[src/rtl/adcc_pkg.sv]
// Package: register map, field positions, reset values and timing counts
package adcc_pkg;

  // ----------------------------------------------------------------------
  // Register byte addresses (APB, one aligned word each)
  // ----------------------------------------------------------------------
  localparam logic [7:0] INPUT_SELECT_OFS   = 8'h00;
  localparam logic [7:0] CONTROL_STATUS_OFS = 8'h04;
  localparam logic [7:0] RESULT_LOW_OFS     = 8'h08;
  localparam logic [7:0] RESULT_HIGH_OFS    = 8'h0C;
  localparam logic [7:0] SPECIAL_FUNC_OFS   = 8'h10;
  localparam logic [7:0] PROC_STATUS_OFS    = 8'h14;

  // ----------------------------------------------------------------------
  // Reset values
  // ----------------------------------------------------------------------
  localparam logic [7:0] INPUT_SELECT_RST   = 8'h00;
  localparam logic [7:0] CONTROL_STATUS_RST = 8'h00;
  localparam logic [7:0] SPECIAL_FUNC_RST   = 8'h00;

  // ----------------------------------------------------------------------
  // Field positions
  // ----------------------------------------------------------------------
  localparam int REF_SEL_MSB    = 7;
  localparam int REF_SEL_LSB    = 6;
  localparam int LEFT_ALIGN_BIT = 5;
  localparam int CHAN_SEL_MSB   = 4;
  localparam int ENABLE_BIT     = 7;
  localparam int START_BIT      = 6;
  localparam int AUTO_TRIG_BIT  = 5;
  localparam int DONE_FLAG_BIT  = 4;
  localparam int IRQ_EN_BIT     = 3;
  localparam int PRESCALE_MSB   = 2;
  localparam int TRIG_SEL_MSB   = 7;
  localparam int TRIG_SEL_LSB   = 5;
  localparam int GLOBAL_IE_BIT  = 7;

  // ----------------------------------------------------------------------
  // Timing counts, in converter clock cycles, and the free-running trigger code
  // ----------------------------------------------------------------------
  localparam logic [4:0] FIRST_CONV_CYCLES  = 5'd25;
  localparam logic [4:0] NORMAL_CONV_CYCLES = 5'd13;
  localparam logic [2:0] TRIG_FREE_RUN      = 3'h0;

  // ----------------------------------------------------------------------
  // Conversion control states
  // ----------------------------------------------------------------------
  typedef enum logic [1:0] {
    ADCC_IDLE,
    ADCC_CONVERT
  } adcc_state_t;

endpackage

[src/rtl/adcc_top.sv]
// Converter control/status registers with APB slave and analog core interface
//
// Behaviour
// Bits 7:6 pick reference: 00 pin, 01 supply, 10 reserved, 11 internal
// Reference and channel writes during conversion apply only at completion
// Bit 5 set presents result left-adjusted, clear right-adjusted
// Alignment change alters presented result at once, even mid-conversion
// Channel codes 00000-00111 select single-ended inputs 0-7, no gain
// Codes 01000-01111 select differential pairs with 10x or 200x gain
// Codes 10000-10111 against input 1, 11000-11100 against input 2, 1x
// 11101 input 5 versus 2, 11110 bandgap, 11111 ground
// Enable bit powers converter; clearing it aborts a running conversion
// Software writes start once per single conversion, once for free run
// First conversion after enable takes 25 converter cycles, later 13
// Start bit reads one while converting; writing zero does nothing
// Auto trigger starts a conversion on each rising trigger edge
// Completion flag sets when conversion ends and result registers update
// Interrupt requested when flag, enable and global enable all set
// Flag clears on vector acknowledge or written one; zero leaves it
// Software avoids read-modify-write on control/status register
// Prescale codes 000-111 divide by 2,2,4,8,16,32,64,128
// Right: bits 9:8 in high 1:0; left: 9:2 high, 1:0 low 7:6
// After low byte read, result frozen until high byte read
// Trigger select 000 free-running; other codes pick flag sources
// Analog core stub latches selection at start, returns 10-bit result
//
// Implementation choices: the placing of the registers and the APB interface to the registers.
`timescale 1ns/100ps

module adcc_top #(
  parameter int TRIG_SOURCES = 7
) (
  // APB clock and reset
  input  wire logic                    pclk,
  input  wire logic                    presetn,
  // APB slave
  input  wire logic                    psel,
  input  wire logic                    penable,
  input  wire logic                    pwrite,
  input  wire logic [7:0]              paddr,
  input  wire logic [31:0]             pwdata,
  output logic                         pready,
  output logic [31:0]                  prdata,
  output logic                         pslverr,
  // Trigger flags from other peripherals (asynchronous)
  input  wire logic [TRIG_SOURCES-1:0] trigger_flags,
  // Interrupt handshake
  input  wire logic                    completion_irq_ack,
  output logic                         completion_irq,
  // Analog core control
  output logic                         converter_power,
  output logic [1:0]                   reference_select,
  output logic [4:0]                   channel_gain_select,
  output logic                         sample_hold,
  output logic                         converter_clock,
  // Analog core result
  input  wire logic [9:0]              analog_result
);

  // ----------------------------------------------------------------------
  // Registers
  // ----------------------------------------------------------------------
  logic [7:0]                  input_select_q;
  logic                        enable_q;
  logic                        auto_trig_q;
  logic                        done_flag_q;
  logic                        irq_en_q;
  logic [2:0]                  prescale_q;
  logic [2:0]                  trig_sel_q;
  logic                        global_ie_q;
  logic [1:0]                  ref_lat_q;
  logic [4:0]                  chan_lat_q;
  logic [9:0]                  result_q;
  logic                        low_read_q;
  logic                        first_q;
  logic [6:0]                  presc_cnt_q;
  logic                        conv_clk_q;
  logic [4:0]                  cycle_cnt_q;
  adcc_pkg::adcc_state_t       state_q;
  logic [TRIG_SOURCES-1:0]     trig_s1_q;
  logic [TRIG_SOURCES-1:0]     trig_s2_q;
  logic [TRIG_SOURCES-1:0]     trig_s3_q;
  logic [TRIG_SOURCES-1:0]     trig_stable_q;
  logic                        trig_prev_q;
  logic                        pready_q;
  logic [31:0]                 prdata_q;
  logic                        pslverr_q;
  logic                        irq_q;

  // ----------------------------------------------------------------------
  // Bus decode
  // ----------------------------------------------------------------------
  wire setup    = psel & ~penable;
  wire wr_en    = setup & pwrite;
  wire rd_en    = setup & ~pwrite;
  wire hit_mux  = (paddr == adcc_pkg::INPUT_SELECT_OFS);
  wire hit_csr  = (paddr == adcc_pkg::CONTROL_STATUS_OFS);
  wire hit_lo   = (paddr == adcc_pkg::RESULT_LOW_OFS);
  wire hit_hi   = (paddr == adcc_pkg::RESULT_HIGH_OFS);
  wire hit_sfr  = (paddr == adcc_pkg::SPECIAL_FUNC_OFS);
  wire hit_psr  = (paddr == adcc_pkg::PROC_STATUS_OFS);
  wire mapped   = hit_mux | hit_csr | hit_lo | hit_hi | hit_sfr | hit_psr;
  wire wr_mux   = wr_en & hit_mux;
  wire wr_csr   = wr_en & hit_csr;
  wire wr_sfr   = wr_en & hit_sfr;
  wire wr_psr   = wr_en & hit_psr;
  wire rd_lo    = rd_en & hit_lo;
  wire rd_hi    = rd_en & hit_hi;

  wire w_enable = pwdata[adcc_pkg::ENABLE_BIT];
  wire w_start  = pwdata[adcc_pkg::START_BIT];
  wire w_flag   = pwdata[adcc_pkg::DONE_FLAG_BIT];

  // ----------------------------------------------------------------------
  // Prescaler: toggles converter clock every half division
  // ----------------------------------------------------------------------
  wire [6:0] half_div = (prescale_q == 3'h0) ? 7'd0 :
                        7'((8'd1 << prescale_q) >> 1) - 7'd1;
  wire       presc_wrap = (presc_cnt_q >= half_div);
  wire       conv_tick  = presc_wrap & conv_clk_q;   // Falling half ends cycle

  // ----------------------------------------------------------------------
  // Trigger edge detect; middle and last stages must agree
  // ----------------------------------------------------------------------
  wire [TRIG_SOURCES-1:0] trig_agree = ~(trig_s2_q ^ trig_s3_q);
  wire [TRIG_SOURCES-1:0] trig_next  =
    (trig_agree & trig_s3_q) | (~trig_agree & trig_stable_q);
  wire [2:0] trig_idx   = trig_sel_q - 3'h1;
  wire       trig_level = (trig_sel_q == adcc_pkg::TRIG_FREE_RUN) ? 1'b0 :
                          trig_stable_q[trig_idx];
  wire       trig_rise  = trig_level & ~trig_prev_q;

  // ----------------------------------------------------------------------
  // Conversion control
  // ----------------------------------------------------------------------
  wire busy       = (state_q == adcc_pkg::ADCC_CONVERT);
  wire sw_start   = wr_csr & w_start & w_enable;
  wire free_run   = auto_trig_q &
                    (trig_sel_q == adcc_pkg::TRIG_FREE_RUN);
  wire auto_start = enable_q & auto_trig_q & trig_rise;
  wire abort      = wr_csr & ~w_enable;
  wire conv_len_done = conv_tick &
    (cycle_cnt_q == ((first_q ? adcc_pkg::FIRST_CONV_CYCLES :
                      adcc_pkg::NORMAL_CONV_CYCLES) - 5'd1));
  wire complete   = busy & conv_len_done & ~abort;
  wire start_req  = sw_start | auto_start | (complete & free_run);
  // Divider restarts so a conversion spans only whole converter cycles
  wire start_now  = ~busy & start_req;
  wire result_frozen = low_read_q & ~rd_hi;

  // ----------------------------------------------------------------------
  // Result presentation
  // ----------------------------------------------------------------------
  wire       left_align = input_select_q[adcc_pkg::LEFT_ALIGN_BIT];
  wire [7:0] low_view   = left_align ? {result_q[1:0], 6'h00} :
                                       result_q[7:0];
  wire [7:0] high_view  = left_align ? result_q[9:2] :
                                       {6'h00, result_q[9:8]};
  wire [7:0] csr_view   = {enable_q, busy, auto_trig_q, done_flag_q,
                           irq_en_q, prescale_q};
  wire [7:0] rd_byte    =
    hit_mux ? input_select_q :
    hit_csr ? csr_view :
    hit_lo  ? low_view :
    hit_hi  ? high_view :
    hit_sfr ? {trig_sel_q, 5'h00} :
    hit_psr ? {global_ie_q, 7'h00} : 8'h00;

  // ----------------------------------------------------------------------
  // APB answer: no wait state, answer in first access cycle
  // ----------------------------------------------------------------------
  always_ff @(posedge pclk or negedge presetn) begin
    if (!presetn) begin
      pready_q  <= 1'b0;
      prdata_q  <= 32'h0000_0000;
      pslverr_q <= 1'b0;
    end else begin
      pready_q  <= setup;
      pslverr_q <= setup & ~mapped;
      prdata_q  <= rd_en ? {24'h00_0000, rd_byte} : 32'h0000_0000;
    end
  end

  // ----------------------------------------------------------------------
  // Software registers
  // ----------------------------------------------------------------------
  always_ff @(posedge pclk or negedge presetn) begin
    if (!presetn) begin
      input_select_q <= adcc_pkg::INPUT_SELECT_RST;
      {enable_q, auto_trig_q, irq_en_q, prescale_q} <= 6'h00;
      trig_sel_q     <= adcc_pkg::SPECIAL_FUNC_RST[7:5];
      global_ie_q    <= 1'b0;
    end else begin
      if (wr_mux)
        input_select_q <= pwdata[7:0];
      if (wr_csr) begin
        enable_q    <= w_enable;
        auto_trig_q <= pwdata[adcc_pkg::AUTO_TRIG_BIT];
        irq_en_q    <= pwdata[adcc_pkg::IRQ_EN_BIT];
        prescale_q  <= pwdata[adcc_pkg::PRESCALE_MSB:0];
      end
      if (wr_sfr)
        trig_sel_q <= pwdata[adcc_pkg::TRIG_SEL_MSB:adcc_pkg::TRIG_SEL_LSB];
      if (wr_psr)
        global_ie_q <= pwdata[adcc_pkg::GLOBAL_IE_BIT];
    end
  end

  // ----------------------------------------------------------------------
  // Completion flag: a new completion wins over a clear
  // ----------------------------------------------------------------------
  always_ff @(posedge pclk or negedge presetn) begin
    if (!presetn)
      done_flag_q <= 1'b0;
    else if (complete)
      done_flag_q <= 1'b1;
    else if ((wr_csr & w_flag) | completion_irq_ack)
      done_flag_q <= 1'b0;
  end

  always_ff @(posedge pclk or negedge presetn) begin
    if (!presetn)
      irq_q <= 1'b0;
    else
      irq_q <= (done_flag_q | complete) & irq_en_q & global_ie_q &
               ~((wr_csr & w_flag) | completion_irq_ack) |
               complete & irq_en_q & global_ie_q;
  end

  // ----------------------------------------------------------------------
  // Converter clock divider
  // ----------------------------------------------------------------------
  always_ff @(posedge pclk or negedge presetn) begin
    if (!presetn) begin
      presc_cnt_q <= 7'd0;
      conv_clk_q  <= 1'b0;
    end else if (!enable_q || start_now) begin
      presc_cnt_q <= 7'd0;
      conv_clk_q  <= 1'b0;
    end else if (presc_wrap) begin
      presc_cnt_q <= 7'd0;
      conv_clk_q  <= ~conv_clk_q;
    end else begin
      presc_cnt_q <= presc_cnt_q + 7'd1;
    end
  end

  // ----------------------------------------------------------------------
  // Trigger synchroniser
  // ----------------------------------------------------------------------
  always_ff @(posedge pclk or negedge presetn) begin
    if (!presetn) begin
      trig_s1_q     <= '0;
      trig_s2_q     <= '0;
      trig_s3_q     <= '0;
      trig_stable_q <= '0;
      trig_prev_q   <= 1'b0;
    end else begin
      trig_s1_q     <= trigger_flags;
      trig_s2_q     <= trig_s1_q;
      trig_s3_q     <= trig_s2_q;
      trig_stable_q <= trig_next;
      trig_prev_q   <= trig_level;
    end
  end

  // ----------------------------------------------------------------------
  // Conversion sequencer; starts align to a converter clock boundary
  // ----------------------------------------------------------------------
  always_ff @(posedge pclk or negedge presetn) begin
    if (!presetn) begin
      state_q     <= adcc_pkg::ADCC_IDLE;
      cycle_cnt_q <= 5'd0;
      first_q     <= 1'b1;
      ref_lat_q   <= 2'h0;
      chan_lat_q  <= 5'h00;
    end else if (abort || !enable_q) begin
      // Enable and start in one write: divider is held, so start at once
      state_q     <= sw_start ? adcc_pkg::ADCC_CONVERT :
                                adcc_pkg::ADCC_IDLE;
      cycle_cnt_q <= 5'd0;
      first_q     <= 1'b1;
      if (sw_start) begin
        ref_lat_q  <= input_select_q[7:6];
        chan_lat_q <= input_select_q[4:0];
      end
    end else begin
      unique case (state_q)
        adcc_pkg::ADCC_IDLE: begin
          if (start_req) begin
            state_q     <= adcc_pkg::ADCC_CONVERT;
            cycle_cnt_q <= 5'd0;
            ref_lat_q   <= input_select_q[7:6];
            chan_lat_q  <= input_select_q[4:0];
          end
        end
        adcc_pkg::ADCC_CONVERT: begin
          if (conv_len_done) begin
            first_q     <= 1'b0;
            cycle_cnt_q <= 5'd0;
            ref_lat_q   <= input_select_q[7:6];
            chan_lat_q  <= input_select_q[4:0];
            if (!free_run)
              state_q <= adcc_pkg::ADCC_IDLE;
          end else if (conv_tick) begin
            cycle_cnt_q <= cycle_cnt_q + 5'd1;
          end
        end
      endcase
    end
  end

  // ----------------------------------------------------------------------
  // Result register and read lock
  // ----------------------------------------------------------------------
  always_ff @(posedge pclk or negedge presetn) begin
    if (!presetn) begin
      result_q   <= 10'h000;
      low_read_q <= 1'b0;
    end else begin
      if (complete && !result_frozen)
        result_q <= analog_result;
      if (rd_hi)
        low_read_q <= 1'b0;
      else if (rd_lo)
        low_read_q <= 1'b1;
    end
  end

  // ----------------------------------------------------------------------
  // Outputs
  // ----------------------------------------------------------------------
  logic sample_q;
  logic power_q;
  always_ff @(posedge pclk or negedge presetn) begin
    if (!presetn) begin
      sample_q <= 1'b0;
      power_q  <= 1'b0;
    end else begin
      sample_q <= busy & (cycle_cnt_q < 5'd2);
      power_q  <= enable_q;
    end
  end

  // Channel/gain decode lives in the analog core from these codes
  assign reference_select    = ref_lat_q;
  assign channel_gain_select = chan_lat_q;
  assign converter_power     = power_q;
  assign sample_hold         = sample_q;
  assign converter_clock     = conv_clk_q;
  assign completion_irq      = irq_q;
  assign pready              = pready_q;
  assign prdata              = prdata_q;
  assign pslverr             = pslverr_q;

endmodule

[config.mk]
export PLATFORM = sky130hd
export DESIGN_NAME = adcc_top
export DESIGN_NICKNAME = d
export VERILOG_FILES = /design/src/rtl/adcc_pkg.sv /design/src/rtl/adcc_top.sv
export SDC_FILE = /design/constraint.sdc
export NUM_CORES = 1
export LEC_CHECK = 0
export ABC_AREA = 1
export BUFFER_PORTS_ARGS = -buffer_cell sky130_fd_sc_hd__buf_4
export CORE_ASPECT_RATIO = 0.6
export CORE_MARGIN = 2
export CORE_UTILIZATION = 54
export DETAILED_ROUTE_END_ITERATION = 8
export HOLD_SLACK_MARGIN = 0.08
export PLACE_DENSITY = 0.87
export SYNTH_ARGS = -nofsm -noshare
export SYNTH_HDL_FRONTEND = slang
export SYNTH_SLANG_ARGS = --single-unit
[constraint.sdc]
create_clock -name pclk -period 3.27 [get_ports pclk]
set_input_delay 0.981 -clock pclk [delete_from_list [all_inputs] [get_ports pclk]]
set_output_delay 0.981 -clock pclk [all_outputs]
set_load 0.005 [all_outputs]
==> flow_summary.ini <==
[timing]
max_freq_mhz = 337
skew_ns = 0.00951
min_period_over_period = 0.909
drv_slew = 0
min_period_ns = 2.97
maxSlewHeadroom = 0.540
setup_viol = 0
tns_ns = 0
hold_viol = 0
rsz0062_at_grt = false
worstMarginPinSlew_ns = 0.691

[synthesis]
synth_ff_type = dfrtp_1
synth_top_area_cell = dfrtp_1
synth-async-reset-ratio = 1.00
yosysSeqAreaShare = 0.500
netlist_area_sq_mm = 0.00471
avgSynthCellArea_sq_um = 9.04
yosysWarnings = 0
ys_seq_elements = 94
synthCells = 521
synth_area_leaders = dfrtp_1 (49%), nand2_1 (10%), ha_1 (4.5%)
synth.distinct_cells = 42
synth-edff-count = 0
yosysTopAreaCellShare = 0.494

[cts]
cts_tree = built
insertion_delay_ns = 0.35
cts_root_buf = clkbuf_16
clock-sinks = 94
cts.repair.resized = 0
hold_buffers = 0
cts_buffers = 9
clkTransAtPathRegs_ns = 0.07
cts_setup_buffers = 0
h-tree-depth = 3
cts_buffer_depth = 2

[setup_path]
cp-end-kind = register
reg2reg_setup_slack_ns = 0.30
required_ns = 3.51
critPathKind = reg -> reg
crit_start = prescale_q[1]$_DFFE_PN0P_
reg2regPathDepth = 15
reg2reg_to = result_q[4]$_DFFE_PN0P_
worstPathArrival_ns = 3.21
timing.rr.start = prescale_q[1]$_DFFE_PN0P_
cp-start-kind = register
path_max_fanout = 11

[min_path]
hold_path.class = reg -> reg
hold_depth = 0
min_from = trig_s1_q[1]$_DFF_PN0_
hold_end = trig_s2_q[1]$_DFF_PN0_

[global_routing]
grt_pass1_wl_microns = 17300
grt_max_degree = 55
antenna_found_initial = 0
track_usage = 0.228
first_global_vias = 3597
overflow = 0

[power_and_ir_drop]
vdd_drop_max_v = 0.000452
clkPwrFrac = 0.423
switchingPower_w = 0.000709
leakage_nw = 2.81
power.density_mw_per_mm2 = 512
internal_power_w = 0.00212
comb_power_share = 0.124
pwr-share-seq = 0.454
switching_share = 0.250

[drt]
drt_iter0_drc = 263
route.met2.wl_microns = 4470
routed_via_density = 5.14
wl_met1_microns = 4790
wl_met3_microns = 719
wl_microns = 10100
drc_errors = 0
antenna_left = 0
drtPass1Iterations = 5
vias = 3620
wl_per_cell_microns = 14.4
highest_layer = met4

[final_layout]
syn_to_final_growth_pct = 17.5
antenna_cells = 0
drive_gt1_frac = 0.203
nFillCells = 687
stdcell_area_sq_mm = 0.00553
num-nets-final = 667

[place]
dp_hpwl_microns = 7570
gp_congestion = 0.910
port-buffer-count = 59
place_area_sq_mm = 0.00519

[job]
max_cap_violations = 0

[floorplan]
die-width_microns = 125
die_h_microns = 76.3
placement_rows = 26
pin_count = 108
coreArea_sq_mm = 0.00849
die_area_sq_mm = 0.00951
start_util = 0.555

[outcome]
status = completed
-- worst max path at each step --
stage	endpoint	slack [ns]	cells past startpoint
after detailed placement	result_q[4]$_DFFE_PN0P_	0.37	16
after floorplan	cycle_cnt_q[3]$_DFFE_PN0P_	0.67	16
final	result_q[4]$_DFFE_PN0P_	0.30	15
after global routing	result_q[5]$_DFFE_PN0P_	0.14	16
after global placement	result_q[7]$_DFFE_PN0P_	0.47	16
after CTS	result_q[0]$_DFFE_PN0P_	0.34	16
-- cell usage after synthesis, types with 2 or more instances --
cell type / instances
nand2_2: 2
buf_4: 25
o21ai_0: 29
nand3_2: 9
inv_2: 8
nand2_1: 125
xnor2_1: 2
nand3_1: 36
nand4_1: 8
maj3_1: 7
a21oi_1: 14
nor2_4: 3
inv_1: 53
xor2_1: 6
a31oi_1: 2
nor2_1: 26
dfrtp_1: 93
nand3_4: 3
buf_6: 4
ha_1: 17
nor3_1: 13
o21ai_1: 8
clkbuf_1: 3
nand2_4: 3
nor2_2: 5
-- placed cells by master (no fill, tap or decap), drive strengths merged --
cell type    n
nand4        8
o211ai       1
a21o         1
clkbuf      10
or2          1
buf         64
dfrtp       93
clkinv       3
nor3        14
mux2         1
bufinv       3
a41oi        1
xnor2        2
nor2        35
inv         61
o21a         1
ha          17
a22oi        1
nand3b       1
dfstp        1
and3         1
a21oi       14
xor2         6
o21ai       39
a31oi        2
a2111oi      1
conb        24
nand3       48
maj3         7
o21bai       1
nand2      130
-- registers in the layout, indices dropped and copies added (netlist names), 2 cells and up, named ones only --
register	count
reference_select	2
presc_cnt_q	7
trig_s1_q	7
trig_sel_q	3
cycle_cnt_q	5
result_q	10
trig_s3_q	7
channel_gain_select	5
input_select_q	8
prdata	8
trig_s2_q	7
prescale_q	3
-- metal layers --
layer  global-route usage  vias to the layer above
met3               0.0688                       12
met1                0.322                     1700
li1                     -                     1775
met2                0.347                      133
met5                    0                        -
met4               0.0573                        0
-- worst max-delay path, stage by stage, from the launching register on --
cell      delay (ns)
dfrtp_1         0.51
nor2_1          0.23
nand2_1         0.12
ha_1            0.22
o21ai_0         0.19
nand3b_1        0.17
ha_1            0.35
nand2_1         0.08
a21oi_1         0.13
nor2_1          0.06
nand3_2         0.11
nand3_4         0.11
nor2_2          0.17
nand3_2         0.22
nand2_1         0.12
nand2_1         0.06
-- cell families after synthesis --
group           count (synthesis)  share of synthesized area
compound gates                 62                     0.0738
xor+xnor                        8                     0.0149
fa+ha+maj                      24                     0.0600
buf+inv                        93                      0.100
flops                          94                      0.500
mux                             1                    0.00239
other cells                     1                   0.000796
simple gates                  238                      0.248
-- final cells by class --
| cell class | instances | area, sq um | share of cell area |
|---|---|---|---|
| timing repair buffer | 64 | 493 | 0.0891 |
| inverter | 61 | 229 | 0.0414 |
| multi-input combinational | 357 | 1970 | 0.356 |
| clock buffer | 10 | 239 | 0.0432 |
| tap | 112 | 140 | 0.0253 |
| clock inverter | 6 | 109 | 0.0197 |
| sequential | 94 | 2350 | 0.425 |
-- power by group through the flow --
| stage | Combinational, W | Sequential (W) | Clock, W |
|---|---|---|---|
| floorplan | 0.000235 | 0.00129 | 0 |
| global placement | 0.000330 | 0.00130 | 0 |
| detailed placement | 0.000347 | 0.00131 | 0 |
| CTS | 0.000350 | 0.00129 | 0.00122 |
| global route | 0.000399 | 0.00130 | 0.00127 |
| finish | 0.000350 | 0.00129 | 0.00120 |
-- per-stage QoR --
| stage | hold slack [ns] | total power [W] | instances | worst slack, ns | utilization |
|---|---|---|---|---|---|
| 2_1_floorplan | 0.331 | 0.00152 | 544 | 0.674 | - |
| 3_3_place_gp | 0.332 | 0.00163 | 688 | 0.468 | 0.611 |
| 3_5_place_dp | 0.337 | 0.00165 | 688 | 0.366 | 0.611 |
| 4_1_cts | 0.352 | 0.00286 | 704 | 0.338 | 0.652 |
| 5_1_grt | 0.359 | 0.00296 | 704 | 0.138 | 0.652 |
| 6_report | 0.349 | 0.00283 | 704 | 0.299 | 0.652 |
Note: power is estimated with default switching activity, not from simulation.
